`src/hw/uip_pkg.sv`:
```
// Constants shared by the interrupt priority and DMA request block.
package uip_pkg;

  // Register offsets on the three-bit register port.
  localparam logic [2:0] OFS_RX_BUF   = 3'h0;
  localparam logic [2:0] OFS_IER      = 3'h1;
  localparam logic [2:0] OFS_IIR_FCR  = 3'h2;
  localparam logic [2:0] OFS_LSR      = 3'h5;
  localparam logic [2:0] OFS_MSR      = 3'h6;

  // Interrupt identification codes, bits 5:0.
  localparam logic [5:0] IIR_LINE     = 6'h06;
  localparam logic [5:0] IIR_TIMEOUT  = 6'h0C;
  localparam logic [5:0] IIR_RXDATA   = 6'h04;
  localparam logic [5:0] IIR_THRE     = 6'h02;
  localparam logic [5:0] IIR_MODEM    = 6'h00;
  localparam logic [5:0] IIR_XOFF     = 6'h10;
  localparam logic [5:0] IIR_FLOW     = 6'h20;
  localparam logic [5:0] IIR_NONE     = 6'h01;

  // Interrupt enable bit positions.
  localparam int IER_RXDATA = 0;
  localparam int IER_THRE   = 1;
  localparam int IER_LINE   = 2;
  localparam int IER_MODEM  = 3;
  localparam int IER_XOFF   = 5;
  localparam int IER_RTS    = 6;
  localparam int IER_CTS    = 7;
  localparam logic [7:0] IER_RESET = 8'h00;

  // FIFO control bit positions.
  localparam int FCR_FIFO_EN  = 0;
  localparam int FCR_RX_CLEAR = 1;
  localparam int FCR_TX_CLEAR = 2;
  localparam int FCR_DMA_MODE = 3;
  localparam int FCR_TRIG_LO  = 6;
  localparam int FCR_TRIG_HI  = 7;
  localparam logic [7:0] FCR_RESET = 8'h00;

  // FIFO count width and receive trigger levels.
  localparam int CNT_W = 5;
  localparam logic [CNT_W-1:0] TRIG_1  = 5'h01;
  localparam logic [CNT_W-1:0] TRIG_4  = 5'h04;
  localparam logic [CNT_W-1:0] TRIG_8  = 5'h08;
  localparam logic [CNT_W-1:0] TRIG_14 = 5'h0E;

  // Receive timeout: character times plus extra bit times.
  localparam int TMO_CHARS      = 4;
  localparam int TMO_EXTRA_BITS = 12;
  localparam int TMO_W          = 8;

endpackage : uip_pkg

```
`src/hw/uip_fifo_if.sv`:
```
// Interface carrying FIFO status and configuration between the block's modules.
interface uip_fifo_if;
  logic [uip_pkg::CNT_W-1:0] rxCount;
  logic [uip_pkg::CNT_W-1:0] txCount;
  logic [uip_pkg::CNT_W-1:0] trigLevel;
  logic                      fifoEn;
  logic                      dmaMode1;
  logic                      rxPush;
  logic                      rxPop;
  logic                      timeoutHit;

  modport ctrl (output rxCount, output txCount, output trigLevel, output fifoEn,
                output dmaMode1, output rxPush, output rxPop, input timeoutHit);
  modport tmo  (input rxCount, input fifoEn, input rxPush, input rxPop,
                output timeoutHit);
  modport dma  (input rxCount, input txCount, input trigLevel, input fifoEn,
                input dmaMode1, input timeoutHit);
endinterface : uip_fifo_if

```
`src/hw/uip_irq_dma.sv`:
```
// Interrupt prioritisation, clearing and DMA request control for one UART channel.
////////////////////////////////////////////////////////////////////////////////
//
// Local design decision: the strobed register port.

// Function
// - Line status errors rank first, receive timeout second, data available third.
// - Transmit empty ranks fourth, modem change fifth; none pending reads 000001.
// - Xoff or special character ranks sixth; CTS/RTS rising edge ranks seventh.
// - Line interrupt raised by break, framing, parity, overrun; line status read clears.
// - Receive trigger interrupt holds until the count falls below trigger level.
// - Receive timeout after four characters plus twelve bits; buffer read clears.
// - Transmit empty interrupt cleared by identification read or holding write.
// - Modem interrupt when any low modem status bit rises from 0 to 1; modem status read clears.
// - Xoff interrupt clears on identification read, Xon, or next char if special.
// - Auto flow CTS or RTS rising edge interrupts; identification or modem read clears.
// - Offset 2 writes FIFO control and reads interrupt identification.
// - Mode 0 receive request low while any received character is held.
// - Mode 0 transmit request low while transmit FIFO or holding is empty.
// - Mode 1 receive request low at trigger count or timeout, high when empty.
// - Mode 1 transmit request low when FIFO empty, high only when full.
// - Data available interrupt at trigger level when its enable bit is set.
// - FIFO control bits 7:6 select trigger 1, 4, 8 or 14.
// - Identification indication freezes during its read; new events still recorded.
// - Burst DMA mode only with FIFOs enabled; mode 0 is the default.
module uip_irq_dma #(
  parameter int CHAR_BITS = 10,
  parameter int TX_DEPTH  = 16
) (
  input  wire logic                      clk,
  input  wire logic                      rst_b,
  input  wire logic [2:0]                addr,
  input  wire logic [7:0]                wrData,
  input  wire logic                      wrEn,
  input  wire logic                      rdEn,
  output logic      [7:0]                rdData,
  input  wire logic [7:0]                receiveData,
  input  wire logic [7:0]                lineStatus,
  input  wire logic [7:0]                modemStatus,
  input  wire logic [uip_pkg::CNT_W-1:0] rxCount,
  input  wire logic [uip_pkg::CNT_W-1:0] txCount,
  input  wire logic                      rxPush,
  input  wire logic                      bitTick,
  input  wire logic                      xoffSeen,
  input  wire logic                      specialSeen,
  input  wire logic                      xonSeen,
  input  wire logic                      ctsIn,
  input  wire logic                      rtsOut,
  input  wire logic                      autoCts,
  input  wire logic                      autoRts,
  output logic                           irqActive,
  output logic                           receiveRead,
  output logic                           transmitWrite,
  output logic      [7:0]                transmitData,
  output logic                           rxFifoClear,
  output logic                           txFifoClear,
  output logic                           fifoEnable,
  output logic                           rxDmaReq_b,
  output logic                           txDmaReq_b
);

  ////////////////////////////////////////////////////////////////////////////////
  // Register state.

  logic [7:0] interruptEnable;
  logic [7:0] fifoControl;
  logic [5:0] iirCode;
  logic [3:0] prevLineErr;
  logic [3:0] prevModem;
  logic       prevTxEmpty;
  logic       prevCts;
  logic       prevRts;
  logic       lineFlag;
  logic       threFlag;
  logic       modemFlag;
  logic       xoffFlag;
  logic       xoffBySpecial;
  logic       flowFlag;

  uip_fifo_if fifo ();

  ////////////////////////////////////////////////////////////////////////////////
  // Address decode.

  wire selRxBuf = (addr == uip_pkg::OFS_RX_BUF);
  wire selIer   = (addr == uip_pkg::OFS_IER);
  wire selIir   = (addr == uip_pkg::OFS_IIR_FCR);
  wire selLsr   = (addr == uip_pkg::OFS_LSR);
  wire selMsr   = (addr == uip_pkg::OFS_MSR);

  wire rdRxBuf  = rdEn & selRxBuf;
  wire rdIir    = rdEn & selIir;
  wire rdLsr    = rdEn & selLsr;
  wire rdMsr    = rdEn & selMsr;
  wire wrThr    = wrEn & selRxBuf;
  wire wrIer    = wrEn & selIer;
  wire wrFcr    = wrEn & selIir;

  logic [7:0] readMux;
  always_comb begin
    if (selRxBuf) begin
      readMux = receiveData;
    end else if (selIer) begin
      readMux = interruptEnable;
    end else if (selIir) begin
      readMux = {fifoControl[uip_pkg::FCR_FIFO_EN], fifoControl[uip_pkg::FCR_FIFO_EN],
                 iirCode};
    end else if (selLsr) begin
      readMux = lineStatus;
    end else if (selMsr) begin
      readMux = modemStatus;
    end else begin
      readMux = 8'h00;
    end
  end

  ////////////////////////////////////////////////////////////////////////////////
  // FIFO configuration.

  wire fifoOn = fifoControl[uip_pkg::FCR_FIFO_EN];
  wire [1:0] trigSel = fifoControl[uip_pkg::FCR_TRIG_HI:uip_pkg::FCR_TRIG_LO];

  logic [uip_pkg::CNT_W-1:0] trigLevel;
  always_comb begin
    case (trigSel)
      2'h0:    trigLevel = uip_pkg::TRIG_1;
      2'h1:    trigLevel = uip_pkg::TRIG_4;
      2'h2:    trigLevel = uip_pkg::TRIG_8;
      default: trigLevel = uip_pkg::TRIG_14;
    endcase
  end

  assign fifo.rxCount   = rxCount;
  assign fifo.txCount   = txCount;
  assign fifo.trigLevel = fifoOn ? trigLevel : uip_pkg::TRIG_1;
  assign fifo.fifoEn    = fifoOn;
  assign fifo.dmaMode1  = fifoControl[uip_pkg::FCR_DMA_MODE];
  assign fifo.rxPush    = rxPush;
  assign fifo.rxPop     = rdRxBuf;

  ////////////////////////////////////////////////////////////////////////////////
  // Event detection. Line, modem, transmit empty and flow sources are edge-detected so that a read can clear them.

  wire [3:0] lineErr  = lineStatus[4:1];
  wire       lineNew  = |(lineErr & ~prevLineErr);
  wire       modemNew = |(modemStatus[3:0] & ~prevModem);
  wire       txEmpty  = (txCount == '0);
  wire       threNew  = txEmpty & ~prevTxEmpty;
  wire       ctsRise  = autoCts & ctsIn & ~prevCts & interruptEnable[uip_pkg::IER_CTS];
  wire       rtsRise  = autoRts & rtsOut & ~prevRts & interruptEnable[uip_pkg::IER_RTS];
  wire       flowNew  = ctsRise | rtsRise;
  wire       xoffNew  = (xoffSeen | specialSeen) & interruptEnable[uip_pkg::IER_XOFF];

  wire rxLevelHit = fifoOn ? (rxCount >= trigLevel) : (rxCount != '0);

  ////////////////////////////////////////////////////////////////////////////////
  // Priority encoder.

  wire enRx = interruptEnable[uip_pkg::IER_RXDATA];

  logic [5:0] nextCode;
  always_comb begin
    if (lineFlag && interruptEnable[uip_pkg::IER_LINE]) begin
      nextCode = uip_pkg::IIR_LINE;
    end else if (fifo.timeoutHit && enRx) begin
      nextCode = uip_pkg::IIR_TIMEOUT;
    end else if (rxLevelHit && enRx) begin
      nextCode = uip_pkg::IIR_RXDATA;
    end else if (threFlag && interruptEnable[uip_pkg::IER_THRE]) begin
      nextCode = uip_pkg::IIR_THRE;
    end else if (modemFlag && interruptEnable[uip_pkg::IER_MODEM]) begin
      nextCode = uip_pkg::IIR_MODEM;
    end else if (xoffFlag) begin
      nextCode = uip_pkg::IIR_XOFF;
    end else if (flowFlag) begin
      nextCode = uip_pkg::IIR_FLOW;
    end else begin
      nextCode = uip_pkg::IIR_NONE;
    end
  end

  // An identification read clears transmit empty only when it reported it; the xoff and flow flags clear on any identification read.
  wire iirClrThre = rdIir & (iirCode == uip_pkg::IIR_THRE);

  ////////////////////////////////////////////////////////////////////////////////
  // Bus registers and read data.

  always_ff @(posedge clk or negedge rst_b) begin
    if (!rst_b) begin
      interruptEnable <= uip_pkg::IER_RESET;
      fifoControl     <= uip_pkg::FCR_RESET;
    end else begin
      if (wrIer) begin
        interruptEnable <= wrData;
      end
      if (wrFcr) begin
        fifoControl <= wrData;
      end
    end
  end

  always_ff @(posedge clk or negedge rst_b) begin
    if (!rst_b) begin
      rdData        <= 8'h00;
      receiveRead   <= 1'b0;
      transmitWrite <= 1'b0;
      transmitData  <= 8'h00;
      rxFifoClear   <= 1'b0;
      txFifoClear   <= 1'b0;
    end else begin
      rdData        <= rdEn ? readMux : 8'h00;
      receiveRead   <= rdRxBuf;
      transmitWrite <= wrThr;
      transmitData  <= wrThr ? wrData : transmitData;
      rxFifoClear   <= wrFcr & wrData[uip_pkg::FCR_RX_CLEAR] & wrData[uip_pkg::FCR_FIFO_EN];
      txFifoClear   <= wrFcr & wrData[uip_pkg::FCR_TX_CLEAR] & wrData[uip_pkg::FCR_FIFO_EN];
    end
  end

  ////////////////////////////////////////////////////////////////////////////////
  // Sticky sources. An event in the same cycle as its clear always wins.

  always_ff @(posedge clk or negedge rst_b) begin
    if (!rst_b) begin
      prevLineErr <= 4'h0;
      prevModem   <= 4'h0;
      prevTxEmpty <= 1'b0;
      prevCts     <= 1'b0;
      prevRts     <= 1'b0;
    end else begin
      prevLineErr <= lineErr;
      prevModem   <= modemStatus[3:0];
      prevTxEmpty <= txEmpty;
      prevCts     <= ctsIn;
      prevRts     <= rtsOut;
    end
  end

  always_ff @(posedge clk or negedge rst_b) begin
    if (!rst_b) begin
      lineFlag  <= 1'b0;
      threFlag  <= 1'b0;
      modemFlag <= 1'b0;
      flowFlag  <= 1'b0;
    end else begin
      lineFlag  <= lineNew | (lineFlag & ~rdLsr);
      threFlag  <= threNew | (threFlag & ~iirClrThre & ~wrThr);
      modemFlag <= modemNew | (modemFlag & ~rdMsr);
      flowFlag  <= flowNew | (flowFlag & ~rdIir & ~rdMsr);
    end
  end

  // A special character flag also falls on the following received character.
  always_ff @(posedge clk or negedge rst_b) begin
    if (!rst_b) begin
      xoffFlag      <= 1'b0;
      xoffBySpecial <= 1'b0;
    end else if (xoffNew) begin
      xoffFlag      <= 1'b1;
      xoffBySpecial <= specialSeen & ~xoffSeen;
    end else if (rdIir || xonSeen || (xoffBySpecial && rxPush)) begin
      xoffFlag      <= 1'b0;
      xoffBySpecial <= 1'b0;
    end
  end

  ////////////////////////////////////////////////////////////////////////////////
  // Indication register, held still while the host reads it.

  always_ff @(posedge clk or negedge rst_b) begin
    if (!rst_b) begin
      iirCode    <= uip_pkg::IIR_NONE;
      irqActive  <= 1'b0;
      fifoEnable <= 1'b0;
    end else begin
      if (!rdIir) begin
        iirCode   <= nextCode;
        irqActive <= (nextCode != uip_pkg::IIR_NONE);
      end
      fifoEnable <= fifoOn;
    end
  end

  ////////////////////////////////////////////////////////////////////////////////
  // Timeout counter and DMA request pins.

  uip_rx_timeout #(
    .CHAR_BITS (CHAR_BITS)
  ) uTimeout (
    .clk     (clk),
    .rst_b   (rst_b),
    .bitTick (bitTick),
    .fifo    (fifo.tmo)
  );

  uip_dma_req #(
    .TX_DEPTH (TX_DEPTH)
  ) uDma (
    .clk        (clk),
    .rst_b      (rst_b),
    .fifo       (fifo.dma),
    .rxDmaReq_b (rxDmaReq_b),
    .txDmaReq_b (txDmaReq_b)
  );

endmodule : uip_irq_dma

```
`src/hw/uip_rx_timeout.sv`:
```
// Receive timeout counter measured in bit-time enable pulses.
module uip_rx_timeout #(
  parameter int CHAR_BITS = 10
) (
  input  wire logic clk,
  input  wire logic rst_b,
  input  wire logic bitTick,
  uip_fifo_if.tmo   fifo
);

  localparam int LIMIT_I = uip_pkg::TMO_CHARS * CHAR_BITS + uip_pkg::TMO_EXTRA_BITS;
  localparam logic [uip_pkg::TMO_W-1:0] LIMIT = uip_pkg::TMO_W'(LIMIT_I);

  logic [uip_pkg::TMO_W-1:0] bitCount;
  logic                      hit;

  wire restart  = fifo.rxPush | fifo.rxPop;
  wire counting = fifo.fifoEn & (fifo.rxCount != '0) & (bitCount != LIMIT);
  wire reached  = counting & bitTick & (bitCount == LIMIT - 1'b1);

  assign fifo.timeoutHit = hit;

  always_ff @(posedge clk or negedge rst_b) begin
    if (!rst_b) begin
      bitCount <= '0;
    end else if (restart || !fifo.fifoEn || fifo.rxCount == '0) begin
      bitCount <= '0;
    end else if (counting && bitTick) begin
      bitCount <= bitCount + 1'b1;
    end
  end

  // A read of the receive buffer clears the flag, but a hit in that cycle wins.
  always_ff @(posedge clk or negedge rst_b) begin
    if (!rst_b) begin
      hit <= 1'b0;
    end else if (reached) begin
      hit <= 1'b1;
    end else if (fifo.rxPop || !fifo.fifoEn) begin
      hit <= 1'b0;
    end
  end

endmodule : uip_rx_timeout

```
`src/hw/uip_dma_req.sv`:
```
// Receive and transmit DMA request pins, active low, in modes 0 and 1.
module uip_dma_req #(
  parameter int TX_DEPTH = 16
) (
  input  wire logic clk,
  input  wire logic rst_b,
  uip_fifo_if.dma   fifo,
  output logic      rxDmaReq_b,
  output logic      txDmaReq_b
);

  localparam logic [uip_pkg::CNT_W-1:0] TX_FULL = uip_pkg::CNT_W'(TX_DEPTH);

  // Burst mode is only honoured with FIFOs on; otherwise single transfers.
  wire burst   = fifo.dmaMode1 & fifo.fifoEn;
  wire rxEmpty = (fifo.rxCount == '0);
  wire txEmpty = (fifo.txCount == '0);
  wire rxStart = (fifo.rxCount == fifo.trigLevel) | fifo.timeoutHit;
  wire txFull  = (fifo.txCount == TX_FULL);

  always_ff @(posedge clk or negedge rst_b) begin
    if (!rst_b) begin
      rxDmaReq_b <= 1'b1;
    end else if (!burst) begin
      rxDmaReq_b <= rxEmpty;
    end else if (rxEmpty) begin
      rxDmaReq_b <= 1'b1;
    end else if (rxStart) begin
      rxDmaReq_b <= 1'b0;
    end
  end

  always_ff @(posedge clk or negedge rst_b) begin
    if (!rst_b) begin
      txDmaReq_b <= 1'b0;
    end else if (!burst) begin
      txDmaReq_b <= ~txEmpty;
    end else if (txEmpty) begin
      txDmaReq_b <= 1'b0;
    end else if (txFull) begin
      txDmaReq_b <= 1'b1;
    end
  end

endmodule : uip_dma_req

```
`config.mk`:
```
export PLATFORM = sky130hd
export DESIGN_NAME = uip_irq_dma
export DESIGN_NICKNAME = d
export VERILOG_FILES = /design/src/hw/uip_pkg.sv /design/src/hw/uip_fifo_if.sv /design/src/hw/uip_irq_dma.sv /design/src/hw/uip_rx_timeout.sv /design/src/hw/uip_dma_req.sv
export SDC_FILE = /design/constraint.sdc
export NUM_CORES = 1
export LEC_CHECK = 0
export ABC_AREA = 1
export BUFFER_PORTS_ARGS = -buffer_cell sky130_fd_sc_hd__buf_2
export CAP_MARGIN = 20
export CORE_ASPECT_RATIO = 1.1
export CORE_UTILIZATION = 25
export CTS_BUF_LIST = sky130_fd_sc_hd__clkbuf_16
export DETAILED_ROUTE_END_ITERATION = 12
export HOLD_SLACK_MARGIN = 0.1
export PLACE_DENSITY = 0.43
export SYNTH_ARGS = -nofsm -noshare
export SYNTH_HDL_FRONTEND = slang
export SYNTH_SLANG_ARGS = --single-unit
```
`constraint.sdc`:
```
create_clock -name clk -period 2.1 [get_ports clk]
set_clock_uncertainty 0.05 [all_clocks]
set_input_delay 0.105 -clock clk [delete_from_list [all_inputs] [get_ports clk]]
set_output_delay 0.105 -clock clk [all_outputs]
set_load 0.05 [all_outputs]
```
Word level (Yosys, flattened, before mapping)
Cells that the tools add are included.
{ "totals": {"regBits": 72, "in_bits": 58, "out_inout_bits": 24, "wordCells": 148} }
{ "op_classes": {"n_addsub": 1, "n_lt_le_gt_ge": 1, "eq_ne": 14, "mux": 29, "bitwise": 54, "reduce_logical": 23} }
{ "op_table": {"columns": ["op", "n"], "rows": [
  ["$mux W8", 8],
  ["$mux W6", 7],
  ["$and A1 B1 Y1", 32],
  ["$mux W1", 12],
  ["$pmux W4 S3", 1],
  ["$logic_not A5 Y1", 2],
  ["$not A1 Y1", 10],
  ["$add A8 B1 Y8 const B", 1],
  ["$and A4 B4 Y4", 2],
  ["$eq A8 B6 Y1 const B", 1],
  ["$ne A8 B6 Y1 const B", 1],
  ["$not A4 Y4", 2],
  ["$or A1 B1 Y1", 8],
  ["$reduce_or A4 Y1", 2],
  ["$logic_and A1 B1 Y1", 7],
  ["$eq A3 B3 Y1 const B", 2],
  ["$eq A6 B2 Y1 const B", 1],
  ["$ne A3 B3 Y1 const B", 2],
  ["$ne A6 B1 Y1 const B", 1],
  ["$reduce_bool A2 Y1", 3],
  ["$eq A5 B5 Y1", 1],
  ["$eq A5 B5 Y1 const B", 1],
  ["$ge A5 B5 Y1", 1],
  ["$logic_or A1 B1 Y1", 5],
  ["9 further kinds", 9]
]} }

Logic depth before layout (Yosys ltp)
Gate-level depths: netlist (run 1).
{ "depth": {"depth_word": 9, "mapped_depth": 10, "mapped_depth_nobuf": 10} }

Cells and area by module
A second synthesis (run 1) with hierarchy kept.
{ "hier_totals": {"hier_cells": 421, "area_unflattened_um2": 3442.1} }
{ "modules_own_cells": {"columns": ["mod", "n_inst", "cells_each", "area_per_inst_um2", "seq_area_each_um2"], "rows": [
  ["uip_irq_dma", 1, 291, 2573.7, 1427.6],
  ["uip_rx_timeout", 1, 93, 666.9, 225.2],
  ["uip_dma_req", 1, 37, 201.4, 51.3]
]} }

Least setup slack after synthesis (run 1)
No wires, ideal clock.
{ "synth_path": {"path_type": "flip-flop to flip-flop", "startpoint": "reg fifoControl[7]", "endpoint": "reg iirCode[2]", "setup_ns": 0.120, "t_arrival_ns": 1.296, "t_required_ns": 1.930, "path_slack_ns": 0.634, "path_stages_with_launch": 11, "path_buffers": 0, "synth_period_minus_slack_ns": 1.466, "path_cell_list": "dfrtp_1 > nor2_1 > ha_1 > inv_1 > a21boi_0 > nand2_1 > nand3_1 > nand2_1 > nand3_1 > nor2_1 > nor2_1"} }
{ "synth_between": {"elab_chain_len": 8, "elab_cells_between_ends": 10, "cone_classes": "order compare (1); eq/ne (2); mux (5); reduce/logical (2)"} }
{ "synth_rtl": {"columns": ["item", "line", "text"], "rows": [
  ["start: declaration", "uip_irq_dma.sv:66", "logic [7:0] fifoControl;"],
  ["start signal: assignment", "uip_irq_dma.sv:191", "fifoControl <= uip_pkg::FCR_RESET;"],
  ["start signal: assignment", "uip_irq_dma.sv:197", "fifoControl <= wrData;"],
  ["$eq A2 B2 Y1, or another cell as far along", "uip_irq_dma.sv:125", "case (trigSel)"],
  ["$pmux W4 S3 (*)", "uip_irq_dma.sv:125", null],
  ["$ge A5 B5 Y1 (*)", "uip_irq_dma.sv:154", "wire rxLevelHit = fifoOn ? (rxCount >= trigLevel) : (rxCount != '0);"],
  ["$mux W1 (*)", "uip_irq_dma.sv:154", null],
  ["$logic_and A1 B1 Y1 (*)", "uip_irq_dma.sv:167", "end else if (rxLevelHit && enRx) begin"],
  ["$mux W6 (*)", "uip_irq_dma.sv:167", null],
  ["$mux W6 (*)", "uip_irq_dma.sv:165", "end else if (fifo.timeoutHit && enRx) begin"],
  ["$mux W6 (*)", "uip_irq_dma.sv:163", "if (lineFlag && interruptEnable[uip_pkg::IER_LINE]) begin"],
  ["end signal: assignment", "uip_irq_dma.sv:272", "iirCode <= uip_pkg::IIR_NONE;"],
  ["end signal: assignment", "uip_irq_dma.sv:277", "iirCode <= nextCode;"],
  ["end: declaration", "uip_irq_dma.sv:67", "logic [5:0] iirCode;"]
]} }
Every way passes the cells marked *; elsewhere a longest branch is shown, timed or not.
A chain may end at the register's enable or synchronous reset.

Worst setup path in the final report (run 1)
{ "layout_path": {"startpoint": "in wrEn", "endpoint": "reg txFifoClear"} }
{ "layout_between": {"elab_chain_len": 3} }
{ "layout_rtl": {"columns": ["item", "line", "text"], "rows": [
  ["start: declaration", "uip_irq_dma.sv:34", "input wire logic wrEn,"],
  ["$and A1 B1 Y1", "uip_irq_dma.sv:97", "wire wrFcr = wrEn & selIir;"],
  ["$and A1 B1 Y1 (2 in series)", "uip_irq_dma.sv:216", "txFifoClear <= wrFcr & wrData[uip_pkg::FCR_TX_CLEAR] & wrData[uip_pkg::FCR_FIFO_EN];"],
  ["end signal: assignment", "uip_irq_dma.sv:216", null],
  ["end: declaration", "uip_irq_dma.sv:56", "output logic txFifoClear,"]
]} }
Every way passes these cells.

==> results of run 1 <==
-- worst paths after layout --
path	from	endpoint	cells past startpoint
worst min-delay path	receiveData[6]	rdData[6]$_DFF_PN0_	3
worst max register to register	uTimeout.bitCount[0]$_DFFE_PN0P_	uTimeout.bitCount[2]$_DFFE_PN0P_	7
max in group asynchronous	rst_b	uDma.rxDmaReq_b$_DFFE_PN1P_	3
worst min register to register	prevTxEmpty$_DFF_PN0_	threFlag$_DFF_PN0_	1
min in group asynchronous	rst_b	prevLineErr[0]$_DFF_PN0_	2
worst max-delay path	wrEn	txFifoClear$_DFF_PN0_	7
-- flip-flops by register name, indices dropped and copies added (netlist names), 4 cells and up --
name	flops
interruptEnable	8
rdData	8
transmitData	8
uTimeout.bitCount	8
iirCode	6
fifoControl	4
prevLineErr	4
prevModem	4
-- cell usage after synthesis --
cell type  instances
o211ai_1           1
nand2_1           70
buf_2              1
nor3_2             1
buf_4              1
or2_2              1
dfrtp_1           66
nor3_1             4
o21ai_0           39
nor3b_1            1
xnor2_1            1
a21boi_0           1
inv_4              1
nand4_1            6
nand2_2            2
o221ai_1           9
o21ai_1            5
inv_1             53
or2_1              1
dfstp_2            2
nor2_4             2
nand3b_1           3
clkbuf_2           1
nand3_1           20
o32ai_1            1
o21bai_1           1
clkbuf_1           2
nor3_4             1
nor2_2             2
ha_1               6
xor2_1             2
a21oi_1           23
nor2_1            28
inv_2              3
o31ai_1            1
o22ai_1            7
-- report_power, final --
group          internal (mW)  switching [mW]  total [mW]
clock                  0.781           0.550        1.33
combinational          0.267           0.497       0.764
sequential              1.46           0.115        1.58
-- per-layer routing --
layer  wire length, um  vias up  global-route usage [%]  part of all wire, %
met4               158        0                    6.50                  1.7
met5                 0        -                       0                    0
met2              4460       63                    25.1                   49
li1                  -     1491                       -                    -
met1              4130     1369                    18.1                   45
met3               362       11                    3.23                  4.0
-- worst max-delay path, cell delays in order --
cell and delay, ns:
dlygate4sd3_1 0.52, buf_2 0.12, inv_1 0.06, nor2_1 0.41
nand2_1 0.20, nor2_1 0.13, dlygate4sd3_1 0.56
-- stage by stage --
stage,hold WS [ns],power (mW)
2_1_floorplan,-0.241,2.04
3_3_place_gp,-0.0291,2.32
3_5_place_dp,-0.0246,2.32
4_1_cts,0.101,3.72
5_1_grt,0.128,3.87
6_report,0.103,3.67
-- cell type report --
type / instances / area [um^2]
clock buffers: 9 / 225
clock inverters: 7 / 35.0
fillers: 1300 / 7800
inverters: 57 / 216
multi-input cells: 239 / 1240
flip-flops and latches: 68 / 1700
well taps: 154 / 193
repair buffers: 123 / 831
-- logic make-up after synthesis --
group,count (synthesis),share of synthesized area [%]
DFF,68,53.5
adders and majority gates,6,2.36
xor gates and xnor gates,3,0.825
buffers and inverters,62,7.58
AOI/OAI and AO/OA,88,15.6
and+or+nand+nor,142,20.1
==> run_results.csv, run 1 <==
group,metric,value,unit
critical_path,required,2.31,ns
global_route,grt.overflow.total,0,
die,die_y,120,um
critical_path,endpoint_kind,"flop",
global_route,antenna_found_initial,0,
sta,fin_ws,0.197,ns
placed_design,portBuffers,81,
critical_path,critPathLaunchType,"input pin",
synth,yosysTopAreaCell,"dfrtp_1",
pwr,power_density,826,mW/mm^2
critical_path,worst-path-max-fanout,7,
placed_design,dp.cells,602,
die,rows,42,
synth,synth.cell_area,0.00319,mm^2
synth,synth_warnings,0,
global_route,grt_use_total,14.9,%
synth,synth.top_cell.area_share,51.8,%
final_layout,layout_common_cells,"buf_2 (81), nand2_1 (70), dfrtp_1 (66)",
synth,seq_area_frac_synth,53.5,%
route,ant_nets,0,
sta,relSlewSlack,66.3,%
synth,synth.distinct_cells,36,
global_route,grt_max_degree,41,
pwr,peakVddDrop,0.000489,V
final_layout,final_layout_size_suffix_gt1_share,22.5,%
placed_design,gp_congestion,0.775,
pwr,leakagePower,2.21,nW
sta,setup_viol,0,
final_layout,final_common_cell,"buf_2",
final_layout,nNetsFinal,562,
synth,synth-seq-cells,68,
clock_network,hold_buffers,39,
final_layout,antenna_cells,0,
sta,fmax,0.525,GHz
clock_network,root_buffer,"clkbuf_16",
die,start_util,26.0,%
clock_network,clkTransAtPathRegs,0.05,ns
global_route,grt_first_pass_wirelength,14700,um
route,routedWlPerCell,13.9,um
global_route,grt_pass1_vias,2978,
clock_network,clk_latency,0.33,ns
sta,rsz0062_at_grt,"false",
clock_network,cts_buffers,9,
synth,syn_inst,369,
clock_network,clock_path_buffers,2,
final_layout,final_cells,657,
clock_network,post-cts-setup-buffers,0,
critical_path,crit_type,"input pin to flop",
sta,finalCriticalPeriod,1.90,ns
sta,finalSetupTns,0,ns
critical_path,cp.arrival,2.12,ns
worst_hold_path,min_path_type,"input pin to flop",
route,drt_drc_violations_left,0,
clock_network,ctsResizeCount,0,
placed_design,place_area,0.00379,mm^2
critical_path,r2r_slack,0.44,ns
placed_design,place_ws,0.455,ns
clock_network,ctsHtreeMaxLevel,3,
route,first_pass_iters,4,
synth,ys_top_cells_by_area,"dfrtp_1 (52%), nand2_1 (8.2%), inv_1 (6.2%)",
placed_design,hpwlAfterDp,6860,um
route,vias_per_cell,4.47,
synth,syn_area_per_cell,8.63,um^2
die,die_w,110,um
sta,drv_slew,0,
route,wl,9110,um
clock_network,cts_tree,"done",
run,drv_cap,0,
route,via_count,2934,
sta,worst_pin_slew,0.503,ns
sta,hold_viol,0,
synth,syn-num-nets,433,
clock_network,cts_sinks,68,
status,status,"complete, no violations",
final_layout,final_util,36.3,%
die,core_region_area,0.0122,mm^2
die,die-area,0.0132,mm^2
die,ios,82,
route,first_iter_violations,135,
final_layout,layout-area-overhead-vs-synth,39.5,%
final_layout,finalInstanceArea,0.00444,mm^2
sta,fin_crit_sh,90.6,%
(Power assumes the default switching activity.)
==> run 2, diff against run 1 <==
- CELL_PAD_IN_SITES_DETAIL_PLACEMENT: default -> 1
- CELL_PAD_IN_SITES_GLOBAL_PLACEMENT: default -> 1
- PLACE_DENSITY: 0.43 -> 0.54
==> run 2 against run 1 <==
Compared with the run above: combinational power grew 2%; flip-flop and latch count unchanged; sequential power about the same; power increased by 1.0%; global-route usage grew 1.4 points; cell area grew 0.25%; clock power is essentially flat; non-clock buffer count is 1 higher; register-to-register slack got worse by 0.10 ns; critical path depth rose by 1; critical endpoint is now xoffFlag$_DFFE_PN0P_; largest power group unchanged.
==> run_results.csv, run 2 (synthesis gave the netlist of run 1 again) <==
group,metric,value,unit
critical_path,slowest_delay,0.56,ns
pwr,power_density,832,mW/mm^2
sta,worst_pin_slew,0.551,ns
final_layout,final_layout_size_suffix_gt1_share,22.0,%
worst_hold_path,min_path_type,"input pin to flop",
clock_network,cts_buffers,9,
final_layout,final_cells,658,
sta,whs,0.108,ns
global_route,antenna_found_initial,0,
sta,relSlewSlack,63.2,%
route,via_count,2974,
final_layout,layout-area-overhead-vs-synth,39.9,%
sta,hold_viol,0,
route,wl,10000,um
global_route,grt_max_degree,69,
clock_network,root_buffer,"clkbuf_16",
placed_design,hpwlAfterDp,7410,um
placed_design,dp.cells,601,
global_route,grt_first_pass_wirelength,16000,um
die,rows,42,
status,status,"complete, no violations",
final_layout,layout_common_cells,"buf_2 (81), nand2_1 (70), dfrtp_1 (66)",
clock_network,post-cts-setup-buffers,0,
route,ant_nets,0,
die,die-area,0.0132,mm^2
clock_network,clkTransAtPathRegs,0.05,ns
clock_network,clk_latency,0.34,ns
final_layout,final_common_cell,"buf_2",
route,first_iter_violations,106,
route,vias_per_cell,4.52,
run,drv_cap,0,
critical_path,endpoint_kind,"flop",
route,routedWlPerCell,15.2,um
critical_path,slowest_stage,"dlygate4sd3_1",
sta,drv_slew,0,
clock_network,cts_tree,"done",
sta,fin_crit_sh,88.2,%
clock_network,cts_sinks,68,
global_route,grt.overflow.total,0,
sta,finalSetupTns,0,ns
global_route,grt_use_total,16.4,%
die,die_w,110,um
sta,fmax,0.540,GHz
placed_design,gp_congestion,0.798,
placed_design,portBuffers,81,
final_layout,final_util,36.4,%
pwr,leakagePower,2.21,nW
final_layout,antenna_cells,0,
die,die_y,120,um
pwr,finalPower,3.71,mW
final_layout,finalInstanceArea,0.00446,mm^2
sta,fin_ws,0.248,ns
critical_path,cp.arrival,2.08,ns
clock_network,clock_path_buffers,2,
placed_design,place_area,0.00379,mm^2
critical_path,critPathLaunchType,"input pin",
final_layout,nNetsFinal,563,
die,start_util,26.0,%
route,drt_drc_violations_left,0,
critical_path,worst-path-max-fanout,10,
critical_path,crit_top_cell,"dlygate4sd3_1",
sta,finalCriticalPeriod,1.85,ns
die,core_region_area,0.0122,mm^2
sta,setup_viol,0,
placed_design,place_ws,0.353,ns
die,ios,82,
critical_path,crit_chain,"dlygate4sd3_1 > buf_2 > inv_1 > nor2_4 > inv_2 > nand3_1 > o21ai_0 > dlygate4sd3_1",
pwr,peakVddDrop,0.000694,V
critical_path,required,2.32,ns
sta,rsz0062_at_grt,"false",
critical_path,crit_type,"input pin to flop",
route,first_pass_iters,4,
clock_network,ctsHtreeMaxLevel,3,
global_route,grt_pass1_vias,3191,
## run 2: changes by cell type in the layout (fill, tap and decap cells not counted), sizes merged
cell,change
inv,-1
clkinv,+1
dlygate4sd3,+2
buf,-1
## run 2: metal layers
layer  track usage, %  wire (um)
met3             5.12        480
met4             4.83        157
met2             28.3       5050
met5                0          0
met1             19.2       4340
## run 2: final timing paths
path,endpoint,cells past startpoint,startpoint,slack (ns)
setup / recovery,xoffFlag$_DFFE_PN0P_,8,rdEn,0.25
hold / removal,uDma.rxDmaReq_b$_DFFE_PN1P_,5,rxCount[2],0.11
setup reg to reg,uTimeout.bitCount[2]$_DFFE_PN0P_,7,uTimeout.bitCount[0]$_DFFE_PN0P_,0.34
hold reg to reg,threFlag$_DFF_PN0_,1,prevTxEmpty$_DFF_PN0_,0.38
max in group asynchronous,uTimeout.bitCount[7]$_DFFE_PN0P_,3,rst_b,1.41
min in group asynchronous,prevLineErr[2]$_DFF_PN0_,3,rst_b,0.26
## run 2: timing repair
action / CTS / global route
resized for setup: 0 / 0
hold buffers: 41 / 0
endpoints found under the hold margin: 116 / 0
## run 2: layout make-up
class / instances / area [um^2]
Timing Repair Buffer: 124 / 843
Multi-Input combinational cell: 239 / 1240
Clock buffer: 9 / 225
Inverter: 57 / 216
Fill cell: 1459 / 7790
Tap cell: 154 / 193
Clock inverter: 7 / 33.8
Sequential cell: 68 / 1700
## run 2: critical path: cells and delay by family
family | cells | cell delay (ns)
AOI/OAI and AO/OA | 1 | 0.15
buffers and inverters | 5 | 1.62
and+or+nand+nor | 2 | 0.20
## run 2: report_power, final
| part | internal [mW] | switching (mW) |
|---|---|---|
| combinational | 0.270 | 0.508 |
| sequential | 1.46 | 0.119 |
| clock | 0.779 | 0.571 |
| total | 2.51 | 1.20 |
==> run 3, diff against run 2 <==
- ABC_AREA: 1 -> default
- PLACE_DENSITY: 0.54 -> 0.52
==> run 3 against run 2 <==
Compared with the run above: combinational power is 7.3% higher; first-iteration DRC count down 41%; flip-flop and latch count did not move; area after synthesis is 2.5% lower; setup slack got worse by 0.074 ns; critical path type is now flop to flop; largest power group unchanged; cell area grew 0.65%; largest cell class unchanged; non-clock buffer count up 11; worst hold slack worse by 0.0071 ns; wire length is 7.9% lower; sequential power is essentially flat; sequential share of layout area down 0.25 points.
==> run_results.csv, run 3 <==
group,metric,value,unit
status,status,"complete, no violations",
die,start_util,25.7,%
sta,finalCriticalPeriod,1.93,ns
clock_network,cts_tree,"done",
pwr,power_density,876,mW/mm^2
critical_path,slowest_delay,0.55,ns
sta,fin_crit_sh,91.7,%
clock_network,cts_buffers,9,
global_route,grt_pass1_vias,2991,
pwr,peakVddDrop,0.000307,V
critical_path,slowest_stage,"dlygate4sd3_1",
synth,async_flop_share,100,%
pwr,switching_share,30.6,%
synth,synth.distinct_cells,51,
final_layout,nFillCells,1359,
synth,syn_inst,282,
clock_network,root_buffer,"clkbuf_16",
pwr,intPower,2.73,mW
placed_design,dp.cells,514,
placed_design,place_area,0.00373,mm^2
placed_design,portBuffers,81,
critical_path,required,2.26,ns
critical_path,r2r_start,"fifoControl[0]$_DFFE_PN0P_",
final_layout,final_layout_size_suffix_gt1_share,32.0,%
synth,synth.top_cell.area_share,53.2,%
critical_path,cp_top_family,"buffers and inverters",
critical_path,regToRegEndpoint,"rdData[6]$_DFF_PN0_",
clock_network,ctsHtreeMaxLevel,3,
critical_path,r2r_slack,0.17,ns
global_route,grt_use_total,15.7,%
clock_network,clock_path_buffers,2,
worst_hold_path,hold_depth,4,
final_layout,final_common_cell,"buf_2",
sta,worst_pin_slew,0.602,ns
final_layout,final_cells,576,
route,drt_drc_violations_left,0,
die,die-area,0.0129,mm^2
route,routedWlPerCell,16.0,um
critical_path,cp.depth,6,
route,ant_nets,0,
sta,hold_viol,0,
clock_network,clk_latency,0.33,ns
synth,ys_top_cells_by_count,"dfrtp_1 (66), a21oi_1 (21), inv_1 (20)",
critical_path,cp_num_buf_inv,2,
critical_path,critPathLaunchType,"flop",
pwr,p_clk_share,38.0,%
final_layout,finalInstanceArea,0.00448,mm^2
synth,yosysMostFrequentCell,"dfrtp_1",
route,routed-wl-met2,4480,um
route,first_iter_violations,63,
pwr,leakagePower,2.05,nW
clock_network,clkTransAtPathRegs,0.06,ns
synth,synth-edff-count,0,
synth,ys_top_cells_by_area,"dfrtp_1 (53%), mux2_2 (6.5%), a21oi_1 (3.4%)",
synth,syn_area_per_cell,11.0,um^2
final_layout,layout_common_cells,"buf_2 (81), dfrtp_1 (66), dlygate4sd3_1 (46)",
die,ios,82,
route,first_pass_iters,4,
route,vias_per_cell,4.63,
synth,synth_warnings,0,
synth,synth-seq-cells,68,
pwr,seq_power_share,40.7,%
final_layout,final_util,37.1,%
critical_path,crit_chain,"buf_4 > a221oi_2 > a21oi_1 > a21oi_1 > nor2b_1 > dlygate4sd3_1",
route,wl_met3,376,um
sta,whs,0.101,ns
placed_design,hpwlAfterDp,6630,um
synth,yosysTopAreaCell,"dfrtp_1",
die,rows,42,
clock_network,cts_sinks,68,
die,core_region_area,0.0121,mm^2
route,via_count,2665,
final_layout,nNetsFinal,481,
critical_path,cp.arrival,2.09,ns
global_route,grt_first_pass_wirelength,15300,um
route,wl,9230,um
sta,fmax,0.519,GHz
pwr,combPwrFrac,21.2,%
critical_path,worst-path-max-fanout,6,
worst_hold_path,min_to,"uDma.rxDmaReq_b$_DFFE_PN1P_",
die,die_w,108,um
sta,drv_slew,0,
die,die_y,119,um
critical_path,crit_type,"flop to flop",
critical_path,endpoint_kind,"flop",
global_route,grt_max_degree,49,
critical_path,crit_top_cell,"a21oi_1",
sta,relSlewSlack,59.9,%
sta,rsz0062_at_grt,"false",
route,highest_layer,"met4",
final_layout,antenna_cells,0,
synth,syn-num-nets,346,
synth,synth_flop_cell,"dfrtp_1",
sta,finalSetupTns,0,ns
worst_hold_path,hp-start,"rxCount[4]",
sta,setup_viol,0,
route,drt-met1-wl,4290,um
final_layout,layout-area-overhead-vs-synth,44.3,%
placed_design,gp_congestion,0.745,
critical_path,ff2ff_path_depth,6,
global_route,antenna_found_initial,0,
run,drv_cap,0,
pwr,switchingPower,1.20,mW
global_route,grt.overflow.total,0,
synth,synth.cell_area,0.00311,mm^2
worst_hold_path,min_path_type,"input pin to flop",
synth,seq_area_frac_synth,54.9,%
[run 3: cell count changes in the layout (fill, tap and decap cells not counted), moves of 7 or more]
cell	previous run	this run
nand2_1	70	18
inv_1	53	20
o21ai_0	39	6
mux2_2	0	18
nand3_1	20	9
nor2b_1	0	10
a22oi_1	0	9
nor2_1	28	19
o221ai_1	9	0
a221oi_1	0	7
[run 3: per-stage QoR]
step / setup slack [ns] / total power, mW
final: 0.174 / 3.93
after global routing: 0.0251 / 4.15
after CTS: 0.0572 / 3.99
after detailed placement: 0.190 / 2.39
after global placement: 0.254 / 2.37
after floorplan: 0.353 / 2.09
[run 3: worst max path at each step]
stage	to	from
floorplan	iirCode[5]$_DFFE_PN0N_	fifoControl[7]$_DFFE_PN0P_
global placement	iirCode[5]$_DFFE_PN0N_	fifoControl[7]$_DFFE_PN0P_
detailed placement	iirCode[5]$_DFFE_PN0N_	fifoControl[7]$_DFFE_PN0P_
CTS	rdData[6]$_DFF_PN0_	fifoControl[0]$_DFFE_PN0P_
global route	rdData[6]$_DFF_PN0_	fifoControl[0]$_DFFE_PN0P_
finish	rdData[6]$_DFF_PN0_	fifoControl[0]$_DFFE_PN0P_
[run 3: area by class of cell]
| type | instances | area [um^2] | area share (%) |
|---|---|---|---|
| Multi-Input combinational cell | 183 | 1280 | 28.6 |
| Sequential cell | 68 | 1700 | 38.0 |
| Timing Repair Buffer | 135 | 938 | 20.9 |
| Clock buffer | 9 | 225 | 5.02 |
| Inverter | 20 | 75.1 | 1.67 |
| Clock inverter | 7 | 66.3 | 1.48 |
| Tap cell | 154 | 193 | 4.30 |
[run 3: power by group through the flow]
stage               sequential, mW  combinational (mW)  clock, mW
finish                        1.60               0.834       1.50
CTS                           1.60               0.844       1.54
global placement              1.63               0.746          0
global route                  1.63               0.919       1.60
detailed placement            1.63               0.758          0
floorplan                     1.77               0.315          0
[run 3: cells by family (layout without fill, tap and decap cells)]
group / after synthesis / count (layout) / synth area share (%)
AND/OR/NAND/NOR: 84 / 84 / 14.7
flip-flops: 68 / 68 / 54.9
AO/OA/AOI/OAI: 67 / 67 / 15.1
buffers and inverters: 31 / 171 / 4.07
multiplexers: 19 / 19 / 6.85
XOR/XNOR: 7 / 7 / 1.97
adder cells (fa/ha/maj): 6 / 6 / 2.42
[run 3: per-layer routing]
metal  GRT usage [%]  vias up
met5               0        -
met4            4.31        0
met3            4.00        6
met2            26.2       58
li1                -     1281
met1            20.0     1320
[run 3: repair_timing]
item	CTS	global route
resized for setup	0	1
endpoints found under the hold margin	66	0
hold buffers	46	0
setup endpoints to repair	0	1
buffers inserted	0	0
[run 3: worst register-to-register path, delay by kind of cell, from the launching register on]
| family | cells | cell delay, ns |
|---|---|---|
| buffers and inverters | 2 | 0.75 |
| AO/OA/AOI/OAI | 3 | 0.49 |
| AND/OR/NAND/NOR | 1 | 0.06 |
| flip-flops | 1 | 0.46 |
